--- src/rtl/sarcs_regs.svh ---
// Constants of the successive-approximation conversion sequencer
`ifndef SARCS_REGS_SVH
`define SARCS_REGS_SVH
`define SARCS_NBITS       16
`define SARCS_MSB_IDX     4'hF
`define SARCS_CODE_POSMAX 16'h7FFF
`define SARCS_CODE_NEGMAX 16'h8000
`define SARCS_CODE_ZERO   16'h0000
`define SARCS_TRIAL_INIT  16'h8000
`define SARCS_OPEN_CYC    2
`define SARCS_DISC_CYC    2
`define SARCS_TRIAL_CYC   4
`define SARCS_CNT_W       4
`endif

--- src/rtl/sarcs_pkg.sv ---
// Types of the successive-approximation conversion sequencer
package sarcs_pkg;
  typedef enum logic [2:0] {
    SARCS_ACQ   = 3'b000,
    SARCS_OPEN  = 3'b001,
    SARCS_DISC  = 3'b010,
    SARCS_TRIAL = 3'b011,
    SARCS_LATCH = 3'b100
  } sarcs_state_t;

  typedef struct packed {
    logic pos_ground_switch;
    logic neg_ground_switch;
    logic array_to_inputs;
    logic array_to_ground;
    logic powered_down;
  } sarcs_switch_t;

  typedef struct packed {
    logic [15:0] code;
    logic        done;
    logic        busy;
  } sarcs_result_t;
endpackage : sarcs_pkg

--- src/rtl/sarcs_sequencer.sv ---
// Control sequencer of a 16-bit charge-redistribution successive-approximation converter
`timescale 1ns/1ps
`default_nettype none
`include "sarcs_regs.svh"

// Overview of operation
// - During acquisition both grounding switches are closed and the arrays follow the analog inputs.
// - A rising edge on convert_start during acquisition ends acquisition and starts a conversion.
// - Conversion first opens both grounding switches and only then moves the arrays from inputs to ground.
// - Sixteen bit trials run from the most significant element down to the one weighted 1/65536.
// - When the search ends the block returns to acquisition, forms the code and pulses done.
// - Conversion is timed by the core clock alone and needs no serial clock.
// - The code is 16-bit two's complement with midscale at zero.
// - Over-range gives 7FFF and under-range gives 8000.
// - Conversions may repeat at full rate and the analog side is powered down between them.
// - Each result belongs to the conversion just completed, with no pipeline delay.
// - A started conversion runs to completion whatever convert_start does.
module sarcs_sequencer #(
  parameter int OPEN_CYC  = `SARCS_OPEN_CYC,
  parameter int DISC_CYC  = `SARCS_DISC_CYC,
  parameter int TRIAL_CYC = `SARCS_TRIAL_CYC
) (
  input  wire logic                    core_clk,      // Core clock, 200 MHz
  input  wire logic                    reset,         // Synchronous reset, active high
  input  wire logic                    clk_en,        // Freezes all state while low
  input  wire logic                    convert_start, // Convert pin, asynchronous
  input  wire logic                    comp_high,     // Comparator output, asynchronous
  input  wire logic                    over_range,    // Input above positive full scale
  input  wire logic                    under_range,   // Input below negative full scale
  output logic                         pos_ground_switch, // Positive grounding switch closed
  output logic                         neg_ground_switch, // Negative grounding switch closed
  output logic                         array_to_inputs,   // Arrays tied to analog inputs
  output logic                         array_to_ground,   // Arrays tied to ground
  output logic                         powered_down,      // Analog core powered down
  output logic [`SARCS_NBITS-1:0]      trial_bits,        // Array element drive, 1 = REF
  output sarcs_pkg::sarcs_result_t     result             // Code, done pulse and busy
);

  // ****************************************
  // Input synchronisers
  // ****************************************
  logic [1:0] cnv_sync;
  logic [1:0] cmp_sync;
  logic [1:0] ovr_sync;
  logic [1:0] und_sync;
  logic       cnv_prev;

  always_ff @(posedge core_clk) begin
    if (reset) begin
      cnv_sync <= 2'h0;
      cmp_sync <= 2'h0;
      ovr_sync <= 2'h0;
      und_sync <= 2'h0;
      cnv_prev <= 1'b0;
    end else if (clk_en) begin
      cnv_sync <= {cnv_sync[0], convert_start};
      cmp_sync <= {cmp_sync[0], comp_high};
      ovr_sync <= {ovr_sync[0], over_range};
      und_sync <= {und_sync[0], under_range};
      cnv_prev <= cnv_sync[1];
    end
  end

  logic cnv_rise;
  assign cnv_rise = cnv_sync[1] & ~cnv_prev;

  // ****************************************
  // Sequencer
  // ****************************************
  sarcs_pkg::sarcs_state_t state;
  logic [`SARCS_CNT_W-1:0] bit_idx;
  logic [7:0]              phase_cnt;
  logic [`SARCS_NBITS-1:0] sar;
  logic                    phase_end;

  always_comb begin
    phase_end = 1'b0;
    case (state)
      sarcs_pkg::SARCS_OPEN:  phase_end = (phase_cnt == 8'(OPEN_CYC - 1));
      sarcs_pkg::SARCS_DISC:  phase_end = (phase_cnt == 8'(DISC_CYC - 1));
      sarcs_pkg::SARCS_TRIAL: phase_end = (phase_cnt == 8'(TRIAL_CYC - 1));
      default:                phase_end = 1'b1;
    endcase
  end

  // Only the core clock advances the search; no serial clock is involved
  always_ff @(posedge core_clk) begin
    if (reset) begin
      state <= sarcs_pkg::SARCS_ACQ;
    end else if (clk_en) begin
      case (state)
        sarcs_pkg::SARCS_ACQ: begin
          if (cnv_rise) begin
            state <= sarcs_pkg::SARCS_OPEN;
          end
        end
        sarcs_pkg::SARCS_OPEN: begin
          if (phase_end) begin
            state <= sarcs_pkg::SARCS_DISC;
          end
        end
        sarcs_pkg::SARCS_DISC: begin
          if (phase_end) begin
            state <= sarcs_pkg::SARCS_TRIAL;
          end
        end
        sarcs_pkg::SARCS_TRIAL: begin
          if (phase_end && bit_idx == 4'h0) begin
            state <= sarcs_pkg::SARCS_LATCH;
          end
        end
        sarcs_pkg::SARCS_LATCH: begin
          state <= sarcs_pkg::SARCS_ACQ;
        end
        default: begin
          state <= sarcs_pkg::SARCS_ACQ;
        end
      endcase
    end
  end

  // Fixed phase lengths, convert_start ignored once started
  always_ff @(posedge core_clk) begin
    if (reset) begin
      phase_cnt <= 8'h00;
    end else if (clk_en) begin
      if (state == sarcs_pkg::SARCS_ACQ || phase_end) begin
        phase_cnt <= 8'h00;
      end else begin
        phase_cnt <= phase_cnt + 8'h01;
      end
    end
  end

  // Trial bit set, then kept or dropped on the comparator at phase end
  always_ff @(posedge core_clk) begin
    if (reset) begin
      bit_idx <= `SARCS_MSB_IDX;
      sar     <= `SARCS_CODE_ZERO;
    end else if (clk_en) begin
      if (state == sarcs_pkg::SARCS_DISC && phase_end) begin
        bit_idx <= `SARCS_MSB_IDX;
        sar     <= `SARCS_TRIAL_INIT;
      end else if (state == sarcs_pkg::SARCS_TRIAL && phase_end) begin
        if (cmp_sync[1]) begin
          sar[bit_idx] <= 1'b0;
        end
        if (bit_idx != 4'h0) begin
          sar[bit_idx - 4'h1] <= 1'b1;
          bit_idx             <= bit_idx - 4'h1;
        end
      end
    end
  end

  // ****************************************
  // Result
  // ****************************************
  logic [`SARCS_NBITS-1:0] code;
  logic                    done;

  // Offset binary to two's complement by MSB flip, clamped on range flags
  always_ff @(posedge core_clk) begin
    if (reset) begin
      code <= `SARCS_CODE_ZERO;
      done <= 1'b0;
    end else if (clk_en) begin
      done <= 1'b0;
      if (state == sarcs_pkg::SARCS_LATCH) begin
        done <= 1'b1;
        if (ovr_sync[1]) begin
          code <= `SARCS_CODE_POSMAX;
        end else if (und_sync[1]) begin
          code <= `SARCS_CODE_NEGMAX;
        end else begin
          code <= {~sar[15], sar[14:0]};
        end
      end
    end
  end

  // ****************************************
  // Switch and power control
  // ****************************************
  logic acq;
  assign acq               = (state == sarcs_pkg::SARCS_ACQ);
  assign pos_ground_switch = acq;
  assign neg_ground_switch = acq;
  assign array_to_inputs   = acq || state == sarcs_pkg::SARCS_OPEN;
  assign array_to_ground   = !array_to_inputs;
  assign powered_down      = acq;
  assign trial_bits        = (state == sarcs_pkg::SARCS_TRIAL) ? sar : `SARCS_CODE_ZERO;
  assign result            = '{code: code, done: done, busy: !acq};

  // ****************************************
  // Checks
  // ****************************************
  a_acq_grounded: assert property (@(posedge core_clk) disable iff (reset)
    acq |-> pos_ground_switch && neg_ground_switch && array_to_inputs && !array_to_ground
            && trial_bits == `SARCS_CODE_ZERO)
    else $error("grounding switches open in acquisition");
  a_start_edge: assert property (@(posedge core_clk) disable iff (reset)
    (clk_en && acq && cnv_rise) |=> state == sarcs_pkg::SARCS_OPEN)
    else $error("convert edge did not start conversion");
  a_open_first: assert property (@(posedge core_clk) disable iff (reset)
    $fell(pos_ground_switch) |-> array_to_inputs)
    else $error("arrays left inputs before switches opened");
  a_done_pulse: assert property (@(posedge core_clk) disable iff (reset)
    (done && $past(clk_en)) |-> acq && $past(state) == sarcs_pkg::SARCS_LATCH)
    else $error("done not tied to latch");
  a_clamp_pos: assert property (@(posedge core_clk) disable iff (reset)
    (clk_en && state == sarcs_pkg::SARCS_LATCH && ovr_sync[1]) |=> code == `SARCS_CODE_POSMAX)
    else $error("over-range not clamped");
  a_clamp_neg: assert property (@(posedge core_clk) disable iff (reset)
    (clk_en && state == sarcs_pkg::SARCS_LATCH && !ovr_sync[1] && und_sync[1])
    |=> code == `SARCS_CODE_NEGMAX)
    else $error("under-range not clamped");
  a_code_map: assert property (@(posedge core_clk) disable iff (reset)
    (clk_en && state == sarcs_pkg::SARCS_LATCH && !ovr_sync[1] && !und_sync[1])
    |=> code == {~$past(sar[15]), $past(sar[14:0])})
    else $error("code not two's complement of search");
  a_fixed_len: assert property (@(posedge core_clk) disable iff (reset)
    (state == sarcs_pkg::SARCS_DISC && phase_end && clk_en) ##1 clk_en [*8]
    |-> state == sarcs_pkg::SARCS_TRIAL && bit_idx != `SARCS_MSB_IDX)
    else $error("trial phase length wrong");
  a_power_down: assert property (@(posedge core_clk) disable iff (reset)
    $rose(powered_down) |-> $past(state) == sarcs_pkg::SARCS_LATCH)
    else $error("power-down not at end of conversion");

endmodule : sarcs_sequencer
`default_nettype wire

--- config.mk ---
export PLATFORM = sky130hd
export DESIGN_NAME = sarcs_sequencer
export DESIGN_NICKNAME = d
export VERILOG_FILES = /design/src/rtl/sarcs_pkg.sv /design/src/rtl/sarcs_sequencer.sv
export VERILOG_INCLUDE_DIRS = /design/src /design/src/rtl
export SDC_FILE = /design/constraint.sdc
export NUM_CORES = 1
export LEC_CHECK = 0
export BUFFER_PORTS_ARGS = -buffer_cell sky130_fd_sc_hd__buf_2
export CORE_ASPECT_RATIO = 0.7
export CORE_MARGIN = 3
export CORE_UTILIZATION = 61
export DETAILED_ROUTE_END_ITERATION = 8
export PLACE_DENSITY = 0.95
export SLEW_MARGIN = 10
export SYNTH_ARGS = -nofsm -noshare
export SYNTH_HDL_FRONTEND = slang
export SYNTH_SLANG_ARGS = --single-unit
--- constraint.sdc ---
create_clock -name core_clk -period 3.1 [get_ports core_clk]
set_clock_uncertainty 0.15 [all_clocks]
set_input_delay 0.31 -clock core_clk [delete_from_list [all_inputs] [get_ports core_clk]]
set_output_delay 0.31 -clock core_clk [all_outputs]
set_load 0.05 [all_outputs]
# Yosys cells after proc, flatten, opt, wreduce, memory -nomap -nowiden
# Index checks and enable logic that the tools add are counted.
dict set report op_classes {
  bitwise_logic 6
  eq_ne 10
  order_cmp 4
  muxes 26
  n_reduce_logical 19
  add_sub_neg 2
}
# cell count
set op_table {}
lappend op_table {{$mux W16} 11}
lappend op_table {{$and A16 B16 Y16} 1}
lappend op_table {{$not A16 Y16} 1}
lappend op_table {{$or A16 B16 Y16} 1}
lappend op_table {{$mux W3} 4}
lappend op_table {{$mux W4} 3}
lappend op_table {{$pmux W3 S4} 1}
lappend op_table {{$lt A4 B5 Y1 const B} 2}
lappend op_table {{$add A8 B1 Y8 const B} 1}
lappend op_table {{$demux W1 S4} 2}
lappend op_table {{$eq A8 B1 Y1 const B} 1}
lappend op_table {{$eq A8 B2 Y1 const B} 1}
lappend op_table {{$ge A4 B1 Y1 const B} 2}
lappend op_table {{$mux W8} 1}
lappend op_table {{$ne A2 B2 Y1 const B} 4}
lappend op_table {{$eq A3 B2 Y1 const B} 2}
lappend op_table {{$logic_and A1 B1 Y1} 5}
lappend op_table {{$reduce_and A5 Y1} 1}
lappend op_table {{$logic_not A4 Y1} 1}
lappend op_table {{$reduce_and A2 Y1} 2}
lappend op_table {{$reduce_bool A2 Y1} 2}
lappend op_table {{$reduce_bool A4 Y1} 1}
lappend op_table {{$sub A4 B1 Y4 const B} 1}
lappend op_table {{$eq A3 B1 Y1 const B} 1}
lappend op_table {{10 further kinds} 15}
dict set report totals {
  ff_bits 57
  word_cells 78
}

# Logic depth before layout (Yosys ltp)
dict set report logic_depth {
  word_depth 15
  depth_mapped 7
  mapped_depth_nobuf 6
}

# Worst setup path after synthesis
# Ideal clock, no wire load.
dict set report synth_timing {
  path_type {register -> output}
  startpoint {register state[0]}
  endpoint {output pos_ground_switch}
  t_arrival_ns 1.652
  t_required_ns 2.640
  path_stages_with_launch 4
  setup_slack_ns 0.988
  cell_sequence {dfxtp_1 or3_1 inv_1 buf_4}
}
dict set report synth_via {
  elab_chain_len 1
}
# element line
set synth_rtl {}
lappend synth_rtl {{from (decl)} sarcs_sequencer.sv:70} ;# sarcs_pkg::sarcs_state_t state;
lappend synth_rtl {{from (signal assigned)} sarcs_sequencer.sv:89} ;# state <= sarcs_pkg::SARCS_ACQ;
lappend synth_rtl {{from (signal assigned)} sarcs_sequencer.sv:94} ;# state <= sarcs_pkg::SARCS_OPEN;
lappend synth_rtl {{from (signal assigned)} sarcs_sequencer.sv:99} ;# state <= sarcs_pkg::SARCS_DISC;
lappend synth_rtl {{$logic_not A3 Y1} sarcs_sequencer.sv:186} ;# assign acq = (state == sarcs_pkg::SARCS_ACQ);
lappend synth_rtl {{to (decl)} sarcs_sequencer.sv:30} ;# output logic pos_ground_switch,
# Every way passes these cells.

# Worst setup path after layout
dict set report layout_timing {
  startpoint {register state[0]}
  endpoint {register sar[7]}
}
dict set report layout_via {
  elab_chain_len 6
}
# element line
set layout_rtl {}
lappend layout_rtl {{$eq A3 B2 Y1 / $eq A3 B1 Y1 (equally long branches)} {sarcs_sequencer.sv:78, sarcs_sequencer.sv:141}}
lappend layout_rtl {{$reduce_or A2 Y1 (no line)} n/a}
lappend layout_rtl {{$pmux W1 S2} sarcs_sequencer.sv:78} ;# case (state)
lappend layout_rtl {{$logic_and A1 B1 Y1, on equally long branches} {sarcs_sequencer.sv:141, sarcs_sequencer.sv:144}}
lappend layout_rtl {{$reduce_bool A2 Y1 (no line)} n/a}
lappend layout_rtl {{$reduce_and A2 Y1 (no line)} n/a}
lappend layout_rtl {{to (signal assigned)} sarcs_sequencer.sv:139} ;# sar <= `SARCS_CODE_ZERO;
lappend layout_rtl {{to (signal assigned)} sarcs_sequencer.sv:143} ;# sar <= `SARCS_TRIAL_INIT;
lappend layout_rtl {{to (decl)} sarcs_sequencer.sv:73} ;# logic [`SARCS_NBITS-1:0] sar;
# Several ways; a longest one is shown, not always the timed one.
# A chain may end at the register's enable or synchronous reset.

==> reports/results.tsv <==
stage	metric	value	unit
timing	worstMarginPinSlew	984	ps
power	power.density	483	mW/mm^2
yosys	yosysUniqueCellTypes	51	
floorplan	start_util	66.6	%
cts	cts_hold_buf	0	
timing	setup_viol	0	
global_routing	grt_start_max_net_pins	42	
layout	fin_nets	405	
route	wirelength	7850	um
timing	timing.final.crit_share	79.9	%
yosys	netlist_instances	368	
critical_path	arrival	2580	ps
critical_path	cp-start-kind	flip-flop	
timing	drv_slew	0	
timing	setup_slack	624	ps
critical_path	critPathKind	flip-flop to flip-flop	
placed_design	gp_congestion	0.905	
yosys	netlist_area	0.00304	mm^2
layout	syn2layout_area_growth	13.3	%
critical_path	end_kind	flip-flop	
yosys	yosysWarningCount	0	
route	drc	0	
power	p_leak	0.00146	uW
status	status	completed	
timing	tns	0	ps
layout	final_common_cell	dfxtp_1	
yosys	synthesis.nets	380	
floorplan	rows	20	
route	vias	2947	
floorplan	die_width	90.3	um
critical_path	startpoint	state[0]	
timing	rsz0062_at_grt	false	
layout	drive_above_1_share	18.1	%
cts	h-tree-depth	3	
critical_path	reg2reg_to	sar[7]	
critical_path	ff2ff_setup_slack	620	ps
yosys	synth_edf_count	0	
cts	root_buffer	clkbuf_8	
cts	post_cts_buffers	0	
global_routing	grt_usage	28.0	%
global_routing	antenna_found_initial	0	
layout	antenna_cells	0	
placed_design	portBuffers	45	
cts	clk_latency	340	ps
placed_design	pre_cts_slack	707	ps
yosys	ys_ff_latch	57	
min_path	hold_depth	3	
route	wire_per_inst	17.0	um
min_path	min_from	under_range	
power	ir_drop	0.395	mV
min_path	holdPathEnd	und_sync[0]	
critical_path	cp.required	3210	ps
timing	finalCriticalPeriod	2480	ps
yosys	ys.flop_type	dfxtp_1	
floorplan	die-area	0.00587	mm^2
yosys	syn_area_per_cell	8.25	um^2
floorplan	pin_count	46	
global_routing	gr-total-overflow	0	
job	maxCapViolCount	0	
critical_path	reg2reg_depth	4	
cts	cts-resized-gates	0	
floorplan	core-area	0.00455	mm^2
cts	cts_buffers	9	
global_routing	grt_pass1_wl	13300	um
cts	clockBufferDepth	2	
route	post_drt_via_cell_ratio	6.37	
placed_design	dpl.hpwl	5370	um
critical_path	timing.rr.start	state[0]	
yosys	yosysSeqAreaShare	37.6	%
layout	layout_common_cells	dfxtp_1, nor2_1, buf_2	
cts	cts_tree	built	
floorplan	fp.dieH	65.0	um
yosys	async_reset_ff_share	0	%
route	drt-initial-drc-count	323	
timing	fmax	0.404	GHz
timing	max-slew-margin-rel	34.3	%
min_path	hp-class	input port to flip-flop	
timing	hold_viol_final	0	
cts	clk_pin_slew_worst_paths	60	ps
layout	fin_util	75.5	%
route	firstDrtPassIters	6	
cts	cts_sinks	57	
global_routing	grt_pass1_vias	2780	
critical_path	cp_max_fo	31	
route	detail-route-antenna-nets	0	
area by class of cell:
class | count | area, um^2
Multi-Input combinational cell | 262 | 1690
Inverter | 13 | 48.8
Tap cell | 66 | 82.6
Sequential cell | 57 | 1140
Clock buffer | 12 | 145
Timing Repair Buffer | 50 | 263
Fill cell | 341 | 1110
Clock inverter | 3 | 65.1
flip-flops by register name, indices dropped and copies added, names as in the netlist, 2 cells and up:
name,count
code,16
sar,16
phase_cnt,8
bit_idx,4
state,3
cmp_sync,2
cnv_sync,2
ovr_sync,2
und_sync,2
how the worst max path moves through the flow:
stage / end / cells after the start
3_3_place_gp: sar[7] / 4
5_1_grt: sar[8] / 4
6_report: sar[7] / 4
2_1_floorplan: pos_ground_switch / 3
4_1_cts: sar[7] / 4
3_5_place_dp: sar[7] / 4
power by group:
| group | total [uW] | switching (uW) | internal (uW) | leakage (uW) |
|---|---|---|---|---|
| clock | 758 | 289 | 469 | 0.000106 |
| combinational | 139 | 95.8 | 42.7 | 0.000890 |
| sequential | 765 | 23.9 | 741 | 0.000461 |
metrics by stage:
step | power (uW) | std cells | cell area, um^2 | hold slack, ps
final | 1660 | 463 | 3440 | 56.0
after global routing | 1710 | 463 | 3440 | 85.6
after CTS | 1660 | 463 | 3440 | 54.0
after detailed placement | 917 | 448 | 3230 | 334
after global placement | 911 | 448 | 3230 | 325
after floorplan | 888 | 368 | 3040 | 264
cell families (layout without fill, tap and decap cells):
logic type	Yosys count	in the layout	synth area share, %
AOI/OAI and AO/OA	109	109	23.9
xor gates and xnor gates	11	11	3.17
adders and majority gates	5	5	2.06
buffers and inverters	49	78	6.80
DFF	57	57	37.6
muxes	11	11	3.63
and+or+nand+nor	126	126	22.8
cells in the mapped netlist (5+ instances only):
| library cell | n | area share, % |
|---|---|---|
| dfxtp_1 | 57 | 38 |
| nor2_1 | 46 | 5.7 |
| a21oi_1 | 36 | 5.9 |
| clkbuf_1 | 24 | 3.0 |
| and3_1 | 19 | 3.9 |
| a211oi_1 | 18 | 4.5 |
| inv_1 | 12 | 1.5 |
| mux2i_1 | 11 | 3.6 |
| nand2_1 | 11 | 1.4 |
| nand3_1 | 11 | 1.8 |
| buf_2 | 9 | 1.5 |
| o21ai_1 | 9 | 1.5 |
| a31oi_1 | 6 | 1.2 |
| nand4_1 | 6 | 1.2 |
| xor2_1 | 6 | 1.7 |
| ha_1 | 5 | 2.1 |
| nor2b_1 | 5 | 1.0 |
| or3_1 | 5 | 1.0 |
| xnor2_1 | 5 | 1.4 |
layer usage:
metal / part of all wire (%) / wire [um] / global-route usage [%] / vias to the layer above
met1: 41 / 3200 / 35.0 / 1358
met2: 46 / 3630 / 45.6 / 173
met3: 10 / 817 / 7.42 / 31
met4: 2.7 / 215 / 13.2 / 0
li1: - / - / - / 1385
met5: 0 / 0 / 0 / -
worst max-delay path, stage by stage (launching register included):
cell,delay [ps]
dfxtp_1,970
xnor2_1,230
nand4_2,370
or3_1,460
a211oi_1,210
(Power assumes the default switching activity.)
